==> config.mk <==
export PLATFORM = sky130hd
export DESIGN_NAME = rtcc_top
export DESIGN_NICKNAME = d
export VERILOG_FILES = /design/src/verilog/rtcc_pkg.sv /design/src/verilog/rtcc_prescaler.sv /design/src/verilog/rtcc_top.sv
export SDC_FILE = /design/constraint.sdc
export NUM_CORES = 1
export LEC_CHECK = 0
export BUFFER_PORTS_ARGS = -buffer_cell sky130_fd_sc_hd__buf_2
export CAP_MARGIN = 20
export CELL_PAD_IN_SITES_DETAIL_PLACEMENT = 2
export CELL_PAD_IN_SITES_GLOBAL_PLACEMENT = 2
export CORE_MARGIN = 4
export CORE_UTILIZATION = 46
export DETAILED_ROUTE_END_ITERATION = 10
export PLACE_DENSITY_LB_ADDON = 0.3
export SYNTH_ARGS = -nofsm -noshare
export SYNTH_HDL_FRONTEND = slang
export SYNTH_HIERARCHICAL = 1
export SYNTH_SLANG_ARGS = --single-unit
==> constraint.sdc <==
create_clock -name CLK_SYS_I -period 7 [get_ports CLK_SYS_I]
set_input_delay 0.35 -clock CLK_SYS_I [delete_from_list [all_inputs] [get_ports CLK_SYS_I]]
set_output_delay 0.35 -clock CLK_SYS_I [all_outputs]
set_load 0.01 [all_outputs]
==> src/verilog/rtcc_pkg.sv <==
// rtcc_pkg: constants, register map and carrier types of the real-time counter block
// Operation
// RULE_01 - Control bits 6:3 divide the slow clock by two to the field value.
// RULE_02 - Control bit 7 set keeps counting in standby, cleared stops it.
// RULE_03 - Control bit 0 enables the counter; resets to zero.
// RULE_04 - Status bit 3 is high while a match value is moving to slow domain.
// RULE_05 - Status bit 2 is high while a top value is moving to slow domain.
// RULE_06 - Status bit 1 is high while a count value is moving to slow domain.
// RULE_07 - Status bit 0 is high while a control write is moving to slow domain.
// RULE_08 - Interrupt enable bit 1 allows a request when count equals match value.
// RULE_09 - Interrupt enable bit 0 allows a request when count hits top and wraps.
// RULE_10 - Flag bit 1 set on match; writing one clears it, zero does nothing.
// RULE_11 - Counter wraps to zero after top and sets flag bit 0; one clears it.
// RULE_12 - One software-visible staging byte is shared by all 16-bit registers.
// RULE_13 - Counting follows the separate slow clock; register updates lag by synchronisation.
// RULE_14 - Request stays high while a source is enabled and its flag set.
// RULE_15 - Match and wrap requests are ORed onto one interrupt line.
// RULE_16 - An enabled interrupt source also enables its event pulse output.
// RULE_17 - Low-byte write staged, committed with high byte; low read latches high byte.
package rtcc_pkg;

  localparam int ADDR_W = 5;
  localparam int DATA_W = 8;
  localparam int CNT_W = 16;
  localparam int DIV_W = 4;

  localparam logic [ADDR_W-1:0] OFF_CTRL = 5'h00;
  localparam logic [ADDR_W-1:0] OFF_STATUS = 5'h01;
  localparam logic [ADDR_W-1:0] OFF_IRQ_EN = 5'h02;
  localparam logic [ADDR_W-1:0] OFF_IRQ_FLAGS = 5'h03;
  localparam logic [ADDR_W-1:0] OFF_STAGING = 5'h04;
  localparam logic [ADDR_W-1:0] OFF_HALT = 5'h05;
  localparam logic [ADDR_W-1:0] OFF_CLK_SEL = 5'h07;
  localparam logic [ADDR_W-1:0] OFF_COUNT_LO = 5'h08;
  localparam logic [ADDR_W-1:0] OFF_COUNT_HI = 5'h09;
  localparam logic [ADDR_W-1:0] OFF_TOP_LO = 5'h0A;
  localparam logic [ADDR_W-1:0] OFF_TOP_HI = 5'h0B;
  localparam logic [ADDR_W-1:0] OFF_MATCH_LO = 5'h0C;
  localparam logic [ADDR_W-1:0] OFF_MATCH_HI = 5'h0D;
  localparam logic [ADDR_W-1:0] OFF_PIT_CTRL = 5'h10;
  localparam logic [ADDR_W-1:0] OFF_PIT_STATUS = 5'h11;
  localparam logic [ADDR_W-1:0] OFF_PIT_IRQ_EN = 5'h12;
  localparam logic [ADDR_W-1:0] OFF_PIT_FLAGS = 5'h13;
  localparam logic [ADDR_W-1:0] OFF_PIT_HALT = 5'h15;

  // control fields
  localparam int CTRL_EN_BIT = 0;
  localparam int CTRL_DIV_LSB = 3;
  localparam int CTRL_STBY_BIT = 7;
  localparam logic [DATA_W-1:0] CTRL_WMASK = 8'hF9;

  // busy bits in the status register
  localparam int BUSY_CTRL_BIT = 0;
  localparam int BUSY_COUNT_BIT = 1;
  localparam int BUSY_TOP_BIT = 2;
  localparam int BUSY_MATCH_BIT = 3;

  // interrupt enable and flag positions
  localparam int SRC_WRAP_BIT = 0;
  localparam int SRC_MATCH_BIT = 1;

  localparam logic [DATA_W-1:0] HALT_WMASK = 8'h01;
  localparam logic [DATA_W-1:0] CLK_SEL_WMASK = 8'h03;
  localparam logic [DATA_W-1:0] PIT_CTRL_WMASK = 8'h79;
  localparam logic [DATA_W-1:0] PIT_IRQ_WMASK = 8'h01;

  localparam logic [DATA_W-1:0] RST_BYTE = 8'h00;
  localparam logic [CNT_W-1:0] RST_COUNT = 16'h0000;
  localparam logic [CNT_W-1:0] RST_TOP = 16'hFFFF;
  localparam logic [CNT_W-1:0] RST_MATCH = 16'h0000;
  localparam logic [1:0] RST_FLAGS = 2'h0;
  localparam logic [3:0] RST_BUSY = 4'h0;

  typedef struct packed {
    logic [ADDR_W-1:0] addr;
    logic [DATA_W-1:0] wdata;
    logic wr;
    logic rd;
  } rtcc_req_t;

  typedef struct packed {
    logic match;
    logic wrap;
  } rtcc_evt_t;

endpackage : rtcc_pkg

==> src/verilog/rtcc_prescaler.sv <==
// rtcc_prescaler: power-of-two divider of the slow clock ticks
`timescale 1ns/1ns
module rtcc_prescaler
  import rtcc_pkg::*;
#(
  parameter int PRE_W = 15
) (
  input wire logic clk_i,
  input wire logic reset_n_i,
  input wire logic run_i,
  input wire logic tick_i,
  input wire logic [DIV_W-1:0] div_i,
  output logic step_o
);

  logic [PRE_W-1:0] pre_r;
  logic [PRE_W-1:0] pre_nxt;
  wire logic [PRE_W-1:0] mask = PRE_W'((32'h1 << div_i) - 32'h1);

  // counter is held clear while stopped so a restart begins a full period
  assign pre_nxt = !run_i ? '0 : (tick_i ? pre_r + PRE_W'(1) : pre_r);
  assign step_o = run_i && tick_i && ((pre_r & mask) == mask); // see RULE_01

  always_ff @(posedge clk_i or negedge reset_n_i) begin
    if (!reset_n_i) begin
      pre_r <= '0;
    end else begin
      pre_r <= pre_nxt;
    end
  end

endmodule : rtcc_prescaler

==> src/verilog/rtcc_top.sv <==
// rtcc_top: register file, synchronisation and 16-bit counter of the real-time counter
//
// The implementer's own choice: the plain strobed port.
`timescale 1ns/1ns
module rtcc_top (
  // system
  input wire logic CLK_SYS_I,
  input wire logic RESET_N_I,
  // slow timing clock and power state pins
  input wire logic SLOW_CLK_I,
  input wire logic STANDBY_I,
  input wire logic DEBUG_HALT_I,
  // register port
  input wire rtcc_pkg::rtcc_req_t REG_REQ_I,
  output logic [rtcc_pkg::DATA_W-1:0] REG_RDATA_O,
  // interrupt and events
  output logic IRQ_O,
  output rtcc_pkg::rtcc_evt_t EVT_O
);
  import rtcc_pkg::*;

  ////////////////////////////////////////////////////////////////////////////////
  // slow clock synchroniser and tick

  logic slow_s1_r;
  logic slow_s2_r;
  logic slow_s3_r;
  wire logic tick = slow_s2_r && !slow_s3_r; // see RULE_13

  always_ff @(posedge CLK_SYS_I or negedge RESET_N_I) begin
    if (!RESET_N_I) begin
      slow_s1_r <= 1'b0;
      slow_s2_r <= 1'b0;
      slow_s3_r <= 1'b0;
    end else begin
      slow_s1_r <= SLOW_CLK_I;
      slow_s2_r <= slow_s1_r;
      slow_s3_r <= slow_s2_r;
    end
  end

  logic stby_s1_r;
  logic stby_s2_r;
  logic halt_s1_r;
  logic halt_s2_r;

  always_ff @(posedge CLK_SYS_I or negedge RESET_N_I) begin
    if (!RESET_N_I) begin
      stby_s1_r <= 1'b0;
      stby_s2_r <= 1'b0;
      halt_s1_r <= 1'b0;
      halt_s2_r <= 1'b0;
    end else begin
      stby_s1_r <= STANDBY_I;
      stby_s2_r <= stby_s1_r;
      halt_s1_r <= DEBUG_HALT_I;
      halt_s2_r <= halt_s1_r;
    end
  end

  ////////////////////////////////////////////////////////////////////////////////
  // bus decode

  function automatic logic hit(input logic [ADDR_W-1:0] a, input logic [ADDR_W-1:0] off);
    hit = (a == off);
  endfunction : hit

  wire logic wr = REG_REQ_I.wr;
  wire logic rd = REG_REQ_I.rd;
  wire logic [ADDR_W-1:0] addr = REG_REQ_I.addr;
  wire logic [DATA_W-1:0] wdata = REG_REQ_I.wdata;

  wire logic wr_ctrl = wr && hit(addr, OFF_CTRL);
  wire logic wr_ie = wr && hit(addr, OFF_IRQ_EN);
  wire logic wr_flags = wr && hit(addr, OFF_IRQ_FLAGS);
  wire logic wr_stage = wr && hit(addr, OFF_STAGING);
  wire logic wr_halt = wr && hit(addr, OFF_HALT);
  wire logic wr_csel = wr && hit(addr, OFF_CLK_SEL);
  wire logic wr_pit_ctrl = wr && hit(addr, OFF_PIT_CTRL);
  wire logic wr_pit_ie = wr && hit(addr, OFF_PIT_IRQ_EN);
  wire logic wr_pit_halt = wr && hit(addr, OFF_PIT_HALT);
  wire logic wr_cnt_lo = wr && hit(addr, OFF_COUNT_LO);
  wire logic wr_top_lo = wr && hit(addr, OFF_TOP_LO);
  wire logic wr_cmp_lo = wr && hit(addr, OFF_MATCH_LO);
  wire logic wr_cnt_hi = wr && hit(addr, OFF_COUNT_HI);
  wire logic wr_top_hi = wr && hit(addr, OFF_TOP_HI);
  wire logic wr_cmp_hi = wr && hit(addr, OFF_MATCH_HI);
  wire logic rd_cnt_lo = rd && hit(addr, OFF_COUNT_LO);
  wire logic rd_top_lo = rd && hit(addr, OFF_TOP_LO);
  wire logic rd_cmp_lo = rd && hit(addr, OFF_MATCH_LO);

  ////////////////////////////////////////////////////////////////////////////////
  // software-side registers

  logic [DATA_W-1:0] ctrl_sw_r;
  logic [DATA_W-1:0] ctrl_act_r;
  logic [1:0] ie_r;
  logic [1:0] flags_r;
  logic [1:0] flags_nxt;
  logic [DATA_W-1:0] stage_r;
  logic [DATA_W-1:0] stage_nxt;
  logic [DATA_W-1:0] halt_r;
  logic [DATA_W-1:0] csel_r;
  logic [DATA_W-1:0] pit_ctrl_r;
  logic [DATA_W-1:0] pit_ie_r;
  logic [DATA_W-1:0] pit_halt_r;
  logic [CNT_W-1:0] cnt_r;
  logic [CNT_W-1:0] cnt_nxt;
  logic [CNT_W-1:0] cnt_wr_r;
  logic [CNT_W-1:0] top_sw_r;
  logic [CNT_W-1:0] top_act_r;
  logic [CNT_W-1:0] cmp_sw_r;
  logic [CNT_W-1:0] cmp_act_r;
  logic [3:0] busy_r;
  logic [3:0] busy_nxt;

  // low byte lives in the staging register until the high byte arrives
  wire logic [CNT_W-1:0] word_in = {wdata, stage_r}; // see RULE_17

  wire logic [3:0] busy_set = {wr_cmp_hi, wr_top_hi, wr_cnt_hi, wr_ctrl};
  // a write landing on the transfer tick stays pending for the next one
  assign busy_nxt = busy_set | (tick ? 4'h0 : busy_r); // see RULE_04 see RULE_05 see RULE_06 see RULE_07

  always_comb begin
    stage_nxt = stage_r;
    if (wr_stage || wr_cnt_lo || wr_top_lo || wr_cmp_lo) begin
      stage_nxt = wdata; // see RULE_12 see RULE_17
    end else if (rd_cnt_lo) begin
      stage_nxt = cnt_r[15:8]; // see RULE_17
    end else if (rd_top_lo) begin
      stage_nxt = top_sw_r[15:8];
    end else if (rd_cmp_lo) begin
      stage_nxt = cmp_sw_r[15:8];
    end
  end

  always_ff @(posedge CLK_SYS_I or negedge RESET_N_I) begin
    if (!RESET_N_I) begin
      ctrl_sw_r <= RST_BYTE; // see RULE_03
      ie_r <= RST_FLAGS;
      stage_r <= RST_BYTE;
      halt_r <= RST_BYTE;
      csel_r <= RST_BYTE;
      pit_ctrl_r <= RST_BYTE;
      pit_ie_r <= RST_BYTE;
      pit_halt_r <= RST_BYTE;
      cnt_wr_r <= RST_COUNT;
      top_sw_r <= RST_TOP;
      cmp_sw_r <= RST_MATCH;
      busy_r <= RST_BUSY;
    end else begin
      stage_r <= stage_nxt;
      busy_r <= busy_nxt;
      if (wr_ctrl) ctrl_sw_r <= wdata & CTRL_WMASK;
      if (wr_ie) ie_r <= wdata[1:0];
      if (wr_halt) halt_r <= wdata & HALT_WMASK;
      if (wr_csel) csel_r <= wdata & CLK_SEL_WMASK;
      if (wr_pit_ctrl) pit_ctrl_r <= wdata & PIT_CTRL_WMASK;
      if (wr_pit_ie) pit_ie_r <= wdata & PIT_IRQ_WMASK;
      if (wr_pit_halt) pit_halt_r <= wdata & HALT_WMASK;
      if (wr_cnt_hi) cnt_wr_r <= word_in;
      if (wr_top_hi) top_sw_r <= word_in;
      if (wr_cmp_hi) cmp_sw_r <= word_in;
    end
  end

  ////////////////////////////////////////////////////////////////////////////////
  // slow-domain side: values taken over on a tick

  always_ff @(posedge CLK_SYS_I or negedge RESET_N_I) begin
    if (!RESET_N_I) begin
      ctrl_act_r <= RST_BYTE;
      top_act_r <= RST_TOP;
      cmp_act_r <= RST_MATCH;
    end else if (tick) begin
      if (busy_r[BUSY_CTRL_BIT]) ctrl_act_r <= ctrl_sw_r; // see RULE_13
      if (busy_r[BUSY_TOP_BIT]) top_act_r <= top_sw_r;
      if (busy_r[BUSY_MATCH_BIT]) cmp_act_r <= cmp_sw_r;
    end
  end

  ////////////////////////////////////////////////////////////////////////////////
  // counter core

  // standby only halts the counter when the run-in-standby bit is clear
  wire logic stby_ok = !stby_s2_r || ctrl_act_r[CTRL_STBY_BIT]; // see RULE_02
  wire logic halt_ok = !halt_s2_r || halt_r[0];
  wire logic run = ctrl_act_r[CTRL_EN_BIT] && stby_ok && halt_ok; // see RULE_03
  wire logic [DIV_W-1:0] div = ctrl_act_r[CTRL_DIV_LSB +: DIV_W];
  wire logic step;

  rtcc_prescaler #(
    .PRE_W(15)
  ) u_prescaler (
    .clk_i(CLK_SYS_I),
    .reset_n_i(RESET_N_I),
    .run_i(run),
    .tick_i(tick),
    .div_i(div),
    .step_o(step)
  );

  wire logic at_top = (cnt_r == top_act_r);
  wire logic at_cmp = (cnt_r == cmp_act_r);
  wire logic wrap_ev = step && at_top; // see RULE_11
  wire logic match_ev = step && at_cmp; // see RULE_10

  always_comb begin
    cnt_nxt = cnt_r;
    if (tick && busy_r[BUSY_COUNT_BIT]) begin
      cnt_nxt = cnt_wr_r; // see RULE_06
    end else if (step) begin
      cnt_nxt = at_top ? RST_COUNT : cnt_r + 16'h0001; // see RULE_11
    end
  end

  // hardware set wins over a write-one clear in the same cycle
  assign flags_nxt = {match_ev, wrap_ev} | (flags_r & ~(wr_flags ? wdata[1:0] : 2'h0)); // see RULE_10 see RULE_11

  // a fresh enable counts at once, so the request never lags a flag already set
  wire logic [1:0] ie_nxt = wr_ie ? wdata[1:0] : ie_r;
  wire logic [1:0] req = flags_nxt & ie_nxt; // see RULE_08 see RULE_09 see RULE_14

  always_ff @(posedge CLK_SYS_I or negedge RESET_N_I) begin
    if (!RESET_N_I) begin
      cnt_r <= RST_COUNT;
      flags_r <= RST_FLAGS;
      IRQ_O <= 1'b0;
      EVT_O <= '0;
    end else begin
      cnt_r <= cnt_nxt;
      flags_r <= flags_nxt;
      IRQ_O <= |req; // see RULE_15
      EVT_O.match <= match_ev && ie_r[SRC_MATCH_BIT]; // see RULE_16
      EVT_O.wrap <= wrap_ev && ie_r[SRC_WRAP_BIT]; // see RULE_16
    end
  end

  ////////////////////////////////////////////////////////////////////////////////
  // read path

  logic [DATA_W-1:0] rsel;

  always_comb begin
    case (addr)
      OFF_CTRL: rsel = ctrl_sw_r;
      OFF_STATUS: rsel = {4'h0, busy_r};
      OFF_IRQ_EN: rsel = {6'h00, ie_r};
      OFF_IRQ_FLAGS: rsel = {6'h00, flags_r};
      OFF_STAGING: rsel = stage_r;
      OFF_HALT: rsel = halt_r;
      OFF_CLK_SEL: rsel = csel_r;
      OFF_COUNT_LO: rsel = cnt_r[7:0];
      OFF_TOP_LO: rsel = top_sw_r[7:0];
      OFF_MATCH_LO: rsel = cmp_sw_r[7:0];
      // high bytes come from the staging byte caught by the low read
      OFF_COUNT_HI, OFF_TOP_HI, OFF_MATCH_HI: rsel = stage_r; // see RULE_17
      OFF_PIT_CTRL: rsel = pit_ctrl_r;
      OFF_PIT_IRQ_EN: rsel = pit_ie_r;
      OFF_PIT_HALT: rsel = pit_halt_r;
      default: rsel = RST_BYTE;
    endcase
  end

  always_ff @(posedge CLK_SYS_I or negedge RESET_N_I) begin
    if (!RESET_N_I) begin
      REG_RDATA_O <= RST_BYTE;
    end else begin
      REG_RDATA_O <= rd ? rsel : RST_BYTE;
    end
  end
endmodule : rtcc_top
# Word level (Yosys, flattened, before mapping)
# Index checks and enable logic that the tools add are counted.
# word_totals
ff_bits,167
word_cells,116
# classes
n_addsub,3
eq_ne,19
n_shift,1
mux,14
bitwise,6
reduce_logical,44
# op_table
cell,n
case mux 8 bit (13 select lines),1
2-to-1 mux 16 bit,3
2-to-1 mux 8 bit,5
== test 16 bit,2
"== test 5 x 4 -> 1 bit, second input constant",6
2-to-1 mux 15 bit,2
logical AND 1 bit,28
"adder 16 x 1 -> 16 bit, second input constant",1
"adder 15 x 1 -> 15 bit, second input constant",1
AND 15 bit,1
== test 15 bit,1
"== test 5 x 3 -> 1 bit, second input constant",3
"== test 5 bit, second input constant",3
"left shift 1 x 4 -> 15 bit, first input constant",1
"subtractor 15 x 1 -> 15 bit, second input constant",1
"== test 5 x 2 -> 1 bit, second input constant",2
AND reduction 2 bit,3
"== test 5 x 1 -> 1 bit, second input constant",1
zero test 5 bit,1
logical OR 1 bit,5
AND 2 bit,2
2-to-1 mux 2 bit,2
2-to-1 mux 4 bit,1
bitwise OR 4 bit,1
8 further kinds,10

# Longest topological paths before layout
# Gate-level depths: netlist (run 1).
# logic_depth
word_depth,10
ltp_mapped,15
ltp_nobuf,12

# Cells and area by module
# The synthesis (run 1) kept the hierarchy.
# modules_own_cells
module,n_inst,cells_per_inst,area_per_inst_um2,seq_area_each_um2
rtcc_top,1,612,7249.5,3843.7
rtcc_prescaler,1,119,1041.0,375.4

# Least setup slack after synthesis (run 1)
# OpenSTA, ideal clock, no wires.
# synth_path
path_kind,register -> register
startpoint,reg ctrl_act_r[3]
endpoint,reg cnt_r[5]
setup_time_ps,96
arrival_ps,3012
t_required_ps,6904
path_slack_ps,3892
stages_incl_launch_ff,16
n_path_buf,4
period_less_slack_ps,3108
cell_sequence,dfrtp_1 > buf_2 > nor3_2 > nand2b_1 > ha_1 > buf_2 > nand2_1 > or3_1 > o2111ai_1 > or4b_1 > nor4_2 > clkbuf_1 > clkbuf_1 > nand2_1 > xor2_1 > o31ai_1
# synth_between
elab_chain_len,6
# synth_lines
item,line,rtl
from (decl),rtcc_top.sv:96,logic [DATA_W-1:0] ctrl_act_r;
from (signal assigned),rtcc_top.sv:176,if (busy_r[BUSY_CTRL_BIT]) ctrl_act_r <= ctrl_sw_r;
left shift 1 x 4 -> 15 bit (*),rtcc_prescaler.sv:18,wire logic [PRE_W-1:0] mask = PRE_W'((32'h1 << div_i) - 32'h1);
subtractor 15 x 1 -> 15 bit (*),rtcc_prescaler.sv:18,
AND 15 bit,rtcc_prescaler.sv:22,assign step_o = run_i && tick_i && ((pre_r & mask) == mask);
== test 15 bit (*),rtcc_prescaler.sv:22,
logical AND 1 bit (*),rtcc_prescaler.sv:22,
via step,rtcc_top.sv:190,wire logic step;
nonzero test 2 bit (no line) (*),-,
to (signal assigned),rtcc_top.sv:231,cnt_r <= cnt_nxt;
to (decl),rtcc_top.sv:107,logic [CNT_W-1:0] cnt_r;
# The timed path passes the listed nets; every way through them passes the cells marked *.
# A chain may end at the register's enable or synchronous reset.

# Worst setup path in the final report (run 1)
# layout_path
startpoint,reg ctrl_act_r[4]
endpoint,reg IRQ_O
# layout_between
elab_chain_len,9
# layout_lines
item,line,rtl
left shift 1 x 4 -> 15 bit (*),rtcc_prescaler.sv:18,
subtractor 15 x 1 -> 15 bit (*),rtcc_prescaler.sv:18,
AND 15 bit,rtcc_prescaler.sv:22,
== test 15 bit (*),rtcc_prescaler.sv:22,
logical AND 1 bit (*),rtcc_prescaler.sv:22,
via step,rtcc_top.sv:190,
"logical AND 1 bit, on equally long branches","rtcc_top.sv:205, rtcc_top.sv:206",
bitwise OR 2 bit (*),rtcc_top.sv:218,"assign flags_nxt = {match_ev, wrap_ev} | (flags_r & ~(wr_flags ? wdata[1:0] : 2'h0));"
AND 2 bit (*),rtcc_top.sv:222,wire logic [1:0] req = flags_nxt & ie_nxt;
OR reduction 2 bit (*),rtcc_top.sv:233,IRQ_O <= |req;
to (signal assigned),rtcc_top.sv:233,
to (decl),rtcc_top.sv:17,"output logic IRQ_O,"
# Marked as above.

==> results.py, run 1 <==
metrics = {
    "logic_synthesis": {
        "post_synth_num_cell_types": 70,
        "post-synth-top-area-fraction": 0.4075,
        "synth.top_cells.by_area": "sky130_fd_sc_hd__dfrtp_1, sky130_fd_sc_hd__mux2_2, sky130_fd_sc_hd__dfstp_2",
        "synth.cells.most_frequent": "sky130_fd_sc_hd__dfrtp_1, sky130_fd_sc_hd__mux2_2, sky130_fd_sc_hd__nand2_1, sky130_fd_sc_hd__dfstp_2, sky130_fd_sc_hd__xnor2_1",
        "synth.ff_latch_count": 167,
        "synth_flop_cell": "sky130_fd_sc_hd__dfrtp_1",
        "synth-seq-area-share": 0.5089,
        "synth_async_sr_flop_share": 1.000,
        "synth.cell_area_um2": 8290,
        "synth_top_cell_by_area": "sky130_fd_sc_hd__dfrtp_1",
        "syn-num-nets": 754,
        "synth-edff-count": 0,
        "synth.most_common_cell": "sky130_fd_sc_hd__dfrtp_1",
        "post_synth_inst_count": 731,
        "yosysWarningCount": 6,
        "syn-mean-instance-area_um2": 11.34,
    },
    "setup_path": {
        "timing.critical_path.fanout_max": 19,
        "cp-end-kind": "flop",
        "timing.critical_path.cells": "nor3_2, nand2b_1, ha_1, nand2_1, or3_1, o2111ai_1, or4b_1, nor4_4, buf_4, nand2_1, o31a_1, o211ai_1",
        "cp.required_ps": 7330,
        "critPathMaxStageDelay_ps": 590,
        "worst_path_slowest_cell": "sky130_fd_sc_hd__or4b_1",
        "critical_path_start_end_classification": "reg2reg",
        "startpoint_type": "flop",
        "timing.critical_path.mode_cell": "sky130_fd_sc_hd__nand2_1",
        "crit_arrival_ps": 3990,
    },
    "sta": {
        "max-slew-margin-rel": 0.2806,
        "timing.final.max_slew_violations": 0,
        "timing.final.setup_violations": 0,
        "final-hold-violation-count": 8,
        "unrepaired_setup_endpoints_after_global_routing": "false",
        "finalCritPeriodShare": 0.5235,
        "worst_pin_slew_ps": 1079,
        "fmax_mhz": 272.9,
        "tns_ps": 0,
        "final_period_minus_worst_setup_slack_ps": 3664,
        "fin_hold_ws_ps": -21.06,
        "clock-skew-final_ps": 10.86,
    },
    "final_layout": {
        "fin_util": 0.5249,
        "final_cell_count_no_fill": 974,
        "final_layout_size_suffix_gt1_frac": 0.2874,
        "layout.nets": 758,
        "area_growth_pct": 10.66,
        "post-route-cell-area_um2": 9174,
    },
    "grt": {
        "grt_antenna_before_repair": 2,
        "grt_pass1_vias": 7203,
        "global_route.usage.total": 0.3094,
        "global_route.overflow_total": 0,
        "grt_max_degree": 96,
        "grt_pass1_wl_mm": 46.30,
    },
    "power": {
        "switching_share": 0.3080,
        "total_leakage_power_nw": 4.034,
        "seq_power_share": 0.470,
        "power_report.internal_total_mw": 1.896,
        "power.switching_mw": 0.8438,
        "worst_vdd_drop_mv": 0.1807,
        "p_clk_frac": 0.373,
        "areal_power_density_over_the_cells_nw_per_um2": 298.6,
        "comb_power_share": 0.156,
    },
    "place": {
        "placement.cell_area_um2": 8519,
        "place.detailed.instances": 938,
        "dp_hpwl_mm": 18.83,
        "place.port_buffers": 30,
        "routabilityCongestion": 0.8898,
    },
    "floorplanning": {
        "fp.coreArea_um2": 17480,
        "die_y_um": 142.3,
        "i_o_pin_cnt": 31,
        "die_x_um": 142.3,
        "floorplan.die_area_um2": 20240,
        "starting_density_of_the_core": 0.4744,
        "core.rowCount": 48,
    },
    "drt": {
        "dr_wl_met2_mm": 14.85,
        "maxUsedRoutingLayer": "met5",
        "wire_per_inst_um": 30.71,
        "route.met3.wl_mm": 1.775,
        "drc": 0,
        "via_count": 6414,
        "met1Wirelength_mm": 11.99,
        "route.antenna.remaining_nets": 0,
        "via_per_inst": 6.585,
        "tritonroute_pass_1_iters": 5,
        "starting_drt_drc_count": 536,
        "routed_wl_mm": 29.91,
    },
    "clocking": {
        "resize_count_post_cts": 0,
        "clock_latency_ps": 450,
        "tritoncts": "built",
        "clock_tree.root_cell": "sky130_fd_sc_hd__clkbuf_16",
        "numCtsBuffers": 17,
        "cts_post_setup_buffers_inserted": 0,
        "h-tree-depth": 4,
        "clock_tree.buffer_depth": 2,
        "worst_setup_hold_path_clk_slew_ps": 70,
        "cts_sinks": 167,
    },
    "run_status": {
        "status": "finished, violations left",
        "violations_in_the_final_reports": "hold timing",
    },
    "flow_run": {
        "max_cap_viol_count": 0,
    },
    "min_path": {
        "worstHoldPathType": "in2async",
    },
}
==> sequential cells by signal, indices dropped and copies added (netlist names), 2 cells and up <==
register / cells
pit_ctrl_r: 5
EVT_O: 2
cmp_sw_r: 16
ctrl_act_r: 6
ctrl_sw_r: 6
ie_r: 2
cnt_r: 16
cnt_wr_r: 16
REG_RDATA_O: 8
cmp_act_r: 16
flags_r: 2
stage_r: 8
u_prescaler/pre_r: 15
top_act_r: 16
busy_r: 4
top_sw_r: 16
csel_r: 2
==> what timing repair did <==
item / 4_1_cts / 5_1_grt
endpoints found under the setup margin: 0 / 0
hold endpoints to repair: 1 / 1
hold buffers: 1 / 1
==> worst max-delay path: cells and delay by family (launching register included) <==
| kind | cells | cell delay (ps) |
|---|---|---|
| buffers and inverters | 1 | 300 |
| adders and majority gates | 1 | 340 |
| AOI/OAI and AO/OA | 3 | 750 |
| and+or+nand+nor | 7 | 1620 |
| DFF | 1 | 530 |
==> worst paths after layout <==
kind,start,end,slack [ps],cells past startpoint
worst max register to register,ctrl_act_r[4],IRQ_O,3340,12
worst min register to register,slow_s1_r,slow_s2_r,350,0
min in group CLK_SYS_I,STANDBY_I,stby_s1_r,30,1
worst max-delay path,ctrl_act_r[4],IRQ_O,3340,12
worst min-delay path,RESET_N_I,u_prescaler/pre_r[8],-20,1
max in group asynchronous,RESET_N_I,stage_r[1],5500,2
==> through the flow <==
step	setup slack, ps	power (mW)
2_1_floorplan	3892	1.509
5_1_grt	3146	2.842
6_report	3336	2.740
3_5_place_dp	3469	1.690
3_3_place_gp	3752	1.637
4_1_cts	3306	2.734
==> power by group through the flow <==
stage	logic [mW]	registers [mW]	clock network, mW
2_1_floorplan	0.309	1.20	0
3_5_place_dp	0.399	1.29	0
3_3_place_gp	0.366	1.27	0
4_1_cts	0.422	1.28	1.03
6_report	0.429	1.29	1.02
5_1_grt	0.460	1.30	1.08
==> kinds of logic after synthesis <==
logic type	after synthesis	synth area share
buf+inv	65	0.03622
mux	107	0.1446
compound gates	114	0.1043
simple gates	225	0.1487
xor+xnor	50	0.05282
fa+ha+maj	3	0.004528
flops	167	0.5089
==> cells in the final DEF (no fill, tap or decap), types with 11 or more instances in the layout <==
master and instances:
sky130_fd_sc_hd__dfrtp_1 135, sky130_fd_sc_hd__mux2_2 101, sky130_fd_sc_hd__nand2_1 70, sky130_fd_sc_hd__dfstp_2 32, sky130_fd_sc_hd__xnor2_1 30, sky130_fd_sc_hd__buf_2 29, sky130_fd_sc_hd__nor2_1 20, sky130_fd_sc_hd__nand4_1 20
sky130_fd_sc_hd__xor2_1 20, sky130_fd_sc_hd__nand3_1 17, sky130_fd_sc_hd__clkbuf_16 17, sky130_fd_sc_hd__o21ai_0 16, sky130_fd_sc_hd__and2_1 14, sky130_fd_sc_hd__nor3_1 12, sky130_fd_sc_hd__inv_1 11, sky130_fd_sc_hd__and3_1 11
sky130_fd_sc_hd__a21oi_1 11, sky130_fd_sc_hd__a221o_1 11
==> layer usage <==
layer / up-vias / global-route usage
li1: 2658 / -
met1: 3384 / 0.3840
met2: 270 / 0.5148
met3: 100 / 0.07897
met4: 2 / 0.1298
met5: - / 0
==> layout make-up <==
class	instances	area, um^2
Inverter	12	45.04
Clock buffer	20	456.7
Clock inverter	12	167.7
Sequential cell	167	4219
Fill cell	1688	8303
Timing Repair Buffer	38	221.5
Antenna cell	1	2.502
Multi-Input combinational cell	499	3780
Tap cell	225	281.5
Note: power is estimated with default switching activity, not from simulation.
==> run 2, diff against run 1 <==
Settings changed: CORE_UTILIZATION 46 to 38.
Clock period 7 ns to 3.1 ns, I/O delays scaled along.
==> run 2 against run 1 <==
The run ends with setup timing left. Register-to-register slack got worse by 3600 ps. Sequential power rose by 120%. Critical path depth rose by 3. Global-route usage fell by 6.3 points. Utilization fell by 5.8 points.
==> results.py, run 2 (same netlist as run 1, synthesis figures left out) <==
metrics = {
    "place": {
        "pre_cts_ws_ps": -256.2,
        "place.port_buffers": 30,
        "place.detailed.instances": 1015,
        "placement.cell_area_um2": 8810,
        "dp_hpwl_mm": 19.10,
        "routabilityCongestion": 0.8804,
    },
    "setup_path": {
        "critical_path_start_end_classification": "reg2reg",
        "timing.critical_path.buf_inv": 3,
        "startpoint_type": "flop",
        "worst_path_slowest_cell": "sky130_fd_sc_hd__dfrtp_2",
        "cp-end-kind": "flop",
        "timing.critical_path.fanout_max": 8,
        "cp.required_ps": 3430,
        "worst_setup_path_startpoint": "ctrl_act_r[4]",
        "crit_arrival_ps": 3730,
        "worst_r2r_startpoint": "ctrl_act_r[4]",
        "timing.critical_path.cells": "nor2_4, nand3b_1, ha_2, buf_6, buf_12, nor4b_4, a31oi_1, o22a_1, nand3_2, nor4_4, buf_12, nand2b_4, nand3_2, xor2_1, o31ai_1",
        "critical_path.top_delay_family": "simple AND/OR/NAND/NOR gates",
        "critPathMaxStageDelay_ps": 450,
    },
    "final_layout": {
        "post-route-cell-area_um2": 9899,
        "final_cell_count_no_fill": 1076,
        "fin_util": 0.4665,
        "layout_commonest_cell": "sky130_fd_sc_hd__dfrtp_1",
        "layout.nets": 813,
        "most_frequent_cells_in_the_layout": "sky130_fd_sc_hd__dfrtp_1, sky130_fd_sc_hd__mux2_2, sky130_fd_sc_hd__nand2_1",
        "area_growth_pct": 19.41,
        "diodes": 0,
        "final_layout_size_suffix_gt1_frac": 0.3745,
    },
    "grt": {
        "global_route.usage.total": 0.2463,
        "grt_antenna_before_repair": 0,
        "grt_max_degree": 80,
        "global_route.overflow_total": 0,
        "grt_pass1_wl_mm": 45.40,
        "grt_pass1_vias": 7294,
    },
    "floorplanning": {
        "die_x_um": 155.7,
        "fp.coreArea_um2": 21220,
        "starting_density_of_the_core": 0.3907,
        "i_o_pin_cnt": 31,
        "die_y_um": 155.7,
        "core.rowCount": 53,
        "floorplan.die_area_um2": 24240,
    },
    "power": {
        "areal_power_density_over_the_cells_nw_per_um2": 640.2,
        "worst_vdd_drop_mv": 0.3938,
        "total_leakage_power_nw": 4.383,
    },
    "clocking": {
        "tritoncts": "built",
        "clock_tree.root_cell": "sky130_fd_sc_hd__clkbuf_16",
        "clock_tree.buffer_depth": 2,
        "worst_setup_hold_path_clk_slew_ps": 70,
        "clock_latency_ps": 430,
        "cts_sinks": 167,
        "h-tree-depth": 4,
        "numCtsBuffers": 17,
    },
    "drt": {
        "via_per_inst": 6.112,
        "drc": 0,
        "route.antenna.remaining_nets": 0,
        "via_count": 6576,
        "wire_per_inst_um": 28.65,
        "starting_drt_drc_count": 403,
        "tritonroute_pass_1_iters": 5,
        "routed_wl_mm": 30.83,
    },
    "min_path": {
        "hp-start": "REG_REQ_I[3]",
        "worstHoldPathType": "in2reg",
    },
    "sta": {
        "finalCritPeriodShare": 1.098,
        "worst_pin_slew_ps": 1061,
        "final.setup.worst_slack_ps": -303.3,
        "unrepaired_setup_endpoints_after_global_routing": "true",
        "timing.final.setup_violations": 20,
        "clock-skew-final_ps": 11.20,
        "max-slew-margin-rel": 0.2927,
        "final_period_minus_worst_setup_slack_ps": 3403,
        "timing.final.max_slew_violations": 0,
        "final-hold-violation-count": 0,
        "fmax_mhz": 293.8,
        "tns_ps": -3062,
    },
    "run_status": {
        "status": "finished, violations left",
        "violations_in_the_final_reports": "setup timing",
    },
    "flow_run": {
        "max_cap_viol_count": 0,
    },
}
[run 2: cell count changes in the layout (fill, tap and decap cells not counted), moves of 3 or more]
cell	delta
sky130_fd_sc_hd__nor4_2	+3
sky130_fd_sc_hd__buf_12	+4
sky130_fd_sc_hd__nand2_1	-4
sky130_fd_sc_hd__nand3_1	-4
sky130_fd_sc_hd__nor4_1	-4
sky130_fd_sc_hd__buf_4	+46
sky130_fd_sc_hd__nor3_1	-4
[run 2: path summary, 6_finish.rpt]
check                      slack, ps  cells past startpoint              endpoint
max                             -300                     15              cnt_r[6]
min                               40                      2             csel_r[1]
max reg2reg                     -300                     15              cnt_r[6]
min reg2reg                      360                      0             halt_s2_r
max in group asynchronous       1880                      3           top_sw_r[5]
min in group asynchronous        350                      2  u_prescaler/pre_r[9]
[run 2: worst reg2reg max path, stage by stage (launching register included)]
cell	delay, ps
sky130_fd_sc_hd__dfrtp_2	450
sky130_fd_sc_hd__nor2_4	160
sky130_fd_sc_hd__nand3b_1	130
sky130_fd_sc_hd__ha_2	230
sky130_fd_sc_hd__buf_6	120
sky130_fd_sc_hd__buf_12	130
sky130_fd_sc_hd__nor4b_4	150
sky130_fd_sc_hd__a31oi_1	170
sky130_fd_sc_hd__o22a_1	220
sky130_fd_sc_hd__nand3_2	130
sky130_fd_sc_hd__nor4_4	430
sky130_fd_sc_hd__buf_12	200
sky130_fd_sc_hd__nand2b_4	190
sky130_fd_sc_hd__nand3_2	120
sky130_fd_sc_hd__xor2_1	190
sky130_fd_sc_hd__o31ai_1	280
[run 2: layer usage]
layer / routed length [um] / GRT usage / vias to the layer above
met1: 12780 / 0.3121 / 3515
met2: 15750 / 0.4206 / 227
met4: 971 / 0.09712 / 0
met5: 0 / 0 / -
met3: 1330 / 0.04272 / 74
li1: - / - / 2760
[run 2: repair_timing]
item / CTS / global route
endpoints found under the setup margin: 16 / 21
setup buffers: 17 / 12
hold buffers: 4 / 0
hold endpoints to repair: 67 / 0
gates resized for setup: 24 / 26
pin swaps: 17 / 20
[run 2: report_power, final]
group / leakage, nW / switching, mW / internal (mW) / total [mW]
Combinational: 2.01 / 0.681 / 0.625 / 1.31
Sequential: 2.11 / 0.337 / 2.53 / 2.87
Clock: 0.267 / 0.937 / 1.23 / 2.16
Total: 4.38 / 1.96 / 4.38 / 6.34
[run 2: cell type report]
class	instances	area, um^2
Inverter	12	45.04
Fill cell	2106	11320
Sequential cell	167	4220
Multi-Input combinational cell	499	4005
Clock buffer	20	456.7
Clock inverter	10	123.9
Timing Repair Buffer	93	704.4
Tap cell	275	344.1
[run 2: stage by stage]
stage	power, mW	hold WS, ps
4_1_cts	6.146	37.57
2_1_floorplan	3.408	-140.6
6_report	6.337	43.15
3_5_place_dp	3.868	264.7
5_1_grt	6.572	42.78
3_3_place_gp	3.764	243.4
==> run 3, diff against run 2 <==
Settings changed: GPL_TIMING_DRIVEN set to 0, TNS_END_PERCENT set to 10.
==> run 3 against run 2 <==
The run still ends with setup timing left. Via count is 2.6% lower. Maximum frequency rose by 7.0%. Flip-flop and latch count stayed put. Combinational power shrank 8%. Worst setup slack better by 220 ps. Sequential share of layout area rose by 0.20 points. Critical path depth increased by 1. Count of clock-buffer cells in the layout rose by 1. Routed wire length decreased by 6.3%. Clock power rose by 7%. Utilization down 0.20 points. Largest power group unchanged. Highest routed layer unchanged.
==> results.py, run 3 (same netlist as run 1, synthesis figures left out) <==
metrics = {
    "place": {
        "place.port_buffers": 28,
        "routabilityCongestion": 0.8799,
        "dp_hpwl_mm": 19.81,
        "placement.cell_area_um2": 8818,
    },
    "grt": {
        "grt_pass1_wl_mm": 44.77,
        "grt_antenna_before_repair": 3,
        "global_route.usage.total": 0.2449,
        "grt_max_degree": 122,
        "global_route.overflow_total": 0,
        "grt_pass1_vias": 7310,
    },
    "min_path": {
        "holdPathEnd": "ie_r[0]",
        "min_delay_path_depth": 2,
        "worstHoldPathType": "in2reg",
        "hp-start": "REG_REQ_I[2]",
    },
    "setup_path": {
        "crit_arrival_ps": 3560,
        "timing.critical_path.fanout_max": 10,
        "crit-reg2reg-capture": "cnt_r[2]",
        "worst_path_slowest_cell": "sky130_fd_sc_hd__dfrtp_2",
        "cp-end-kind": "flop",
        "critPathMaxStageDelay_ps": 410,
        "timing.critical_path.cells": "clkbuf_4, nand3b_1, ha_4, buf_4, nor4b_1, a31oi_1, o22a_1, nand3_2, nor4_4, clkbuf_8, buf_12, clkbuf_16, buf_4, nand3b_1, a211o_1, nand2_1",
        "worst_r2r_startpoint": "ctrl_act_r[6]",
        "cp.required_ps": 3480,
        "startpoint_type": "flop",
        "r2r_slack_ps": -80,
        "critical_path_start_end_classification": "reg2reg",
        "timing.reg2reg.worst_path_depth": 16,
    },
    "sta": {
        "fmax_mhz": 314.4,
        "final-hold-violation-count": 0,
        "timing.final.max_slew_violations": 0,
        "worst_pin_slew_ps": 880.9,
        "unrepaired_setup_endpoints_after_global_routing": "true",
        "timing.final.setup_violations": 7,
        "max-slew-margin-rel": 0.4095,
        "clock-skew-final_ps": 13.66,
        "final.setup.worst_slack_ps": -80.37,
        "finalCritPeriodShare": 1.026,
        "final_period_minus_worst_setup_slack_ps": 3180,
    },
    "floorplanning": {
        "die_y_um": 155.7,
        "die_x_um": 155.7,
        "fp.coreArea_um2": 21220,
        "starting_density_of_the_core": 0.3907,
        "core.rowCount": 53,
        "floorplan.die_area_um2": 24240,
        "i_o_pin_cnt": 31,
    },
    "power": {
        "areal_power_density_over_the_cells_nw_per_um2": 641.4,
        "total_leakage_power_nw": 4.344,
        "worst_vdd_drop_mv": 0.4160,
    },
    "clocking": {
        "numCtsBuffers": 17,
        "worst_setup_hold_path_clk_slew_ps": 70,
        "clock_tree.root_cell": "sky130_fd_sc_hd__clkbuf_16",
        "h-tree-depth": 4,
        "cts_sinks": 167,
        "clock_latency_ps": 450,
        "tritoncts": "built",
        "clock_tree.buffer_depth": 2,
    },
    "run_status": {
        "violations_in_the_final_reports": "setup timing",
        "status": "finished, violations left",
    },
    "drt": {
        "via_count": 6406,
        "wire_per_inst_um": 26.40,
        "drc": 0,
        "route.antenna.remaining_nets": 0,
        "tritonroute_pass_1_iters": 5,
        "routed_wl_mm": 28.89,
        "starting_drt_drc_count": 368,
        "via_per_inst": 5.856,
    },
    "final_layout": {
        "final_layout_size_suffix_gt1_frac": 0.3415,
        "post-route-cell-area_um2": 9857,
        "fin_util": 0.4645,
        "area_growth_pct": 18.90,
        "most_frequent_cells_in_the_layout": "sky130_fd_sc_hd__dfrtp_1, sky130_fd_sc_hd__mux2_2, sky130_fd_sc_hd__nand2_1",
        "layout_commonest_cell": "sky130_fd_sc_hd__dfrtp_1",
        "layout.nets": 827,
    },
    "flow_run": {
        "max_cap_viol_count": 0,
    },
}
==> run 3: changes by cell type in the layout (fill, tap and decap cells not counted), sizes merged <==
| cell | delta |
|---|---|
| buf | -17 |
| clkinv | -1 |
| clkinvlp | -3 |
| inv | +4 |
| clkbuf | +32 |
| bufinv | +1 |
| diode | +2 |
==> run 3: per-stage QoR <==
| stage | worst slack (ps) | TNS, ps | hold slack (ps) | instances | power (mW) |
|---|---|---|---|---|---|
| final | -80.37 | -250.3 | 9.062 | 1094 | 6.322 |
| after global routing | -197.6 | -2225 | 18.58 | 1094 | 6.600 |
| after CTS | -89.69 | -574.4 | 3.047 | 1090 | 6.285 |
| after detailed placement | -803.9 | -13160 | 85.85 | 1036 | 3.829 |
| after global placement | -685.3 | -95330 | 263.6 | 1034 | 3.733 |
| after floorplan | 52.87 | 0 | -140.6 | 731 | 3.408 |
==> run 3: per-layer routing <==
metal	vias up	GRT usage	wire, um
met3	51	0.04355	962
li1	2797	-	-
met2	168	0.4173	14330
met4	0	0.08587	937
met1	3390	0.3149	12650
met5	-	0	0
==> run 3: timing repair <==
| item | CTS | global route |
|---|---|---|
| endpoints found under the hold margin | 49 | 0 |
| resized for setup | 38 | 6 |
| hold buffers | 4 | 0 |
| buffers inserted | 19 | 2 |
| endpoints found under the setup margin | 21 | 21 |
| pin swaps | 14 | 8 |
| gates cloned | 1 | 0 |
==> run 3: cell type report <==
type / count / area, um^2
multi-input cells: 499 / 3906
flip-flops and latches: 167 / 4222
clock buffers: 21 / 470.5
fillers: 2133 / 11360
diodes: 2 / 5.005
inverters: 12 / 45.04
plain buffers: 51 / 292.8
repair buffers: 56 / 411.6
well taps: 275 / 344.1
clock inverters: 11 / 160.2
==> run 3: worst max path at each step <==
stage	cells past startpoint	to	from	slack, ps
after floorplan	15	cnt_r[15]	ctrl_act_r[3]	50
after global placement	15	cnt_r[5]	ctrl_act_r[3]	-690
after detailed placement	15	cnt_r[5]	ctrl_act_r[3]	-800
after CTS	15	cnt_r[5]	ctrl_act_r[5]	-90
after global routing	17	cnt_r[12]	ctrl_act_r[4]	-200
final	16	cnt_r[2]	ctrl_act_r[6]	-80
==> run 3: critical path, delay by kind of cell (launching register included) <==
family | cells | cell delay, ps
adder cells (fa/ha/maj) | 1 | 210
flip-flops | 1 | 410
AO/OA/AOI/OAI | 3 | 660
buffers and inverters | 6 | 910
AND/OR/NAND/NOR | 6 | 930
==> run 3: report_power, final <==
part           switching (mW)  leakage (nW)  internal [mW]
sequential              0.280          2.11           2.53
combinational           0.647          1.93          0.552
clock                   0.963         0.303           1.35
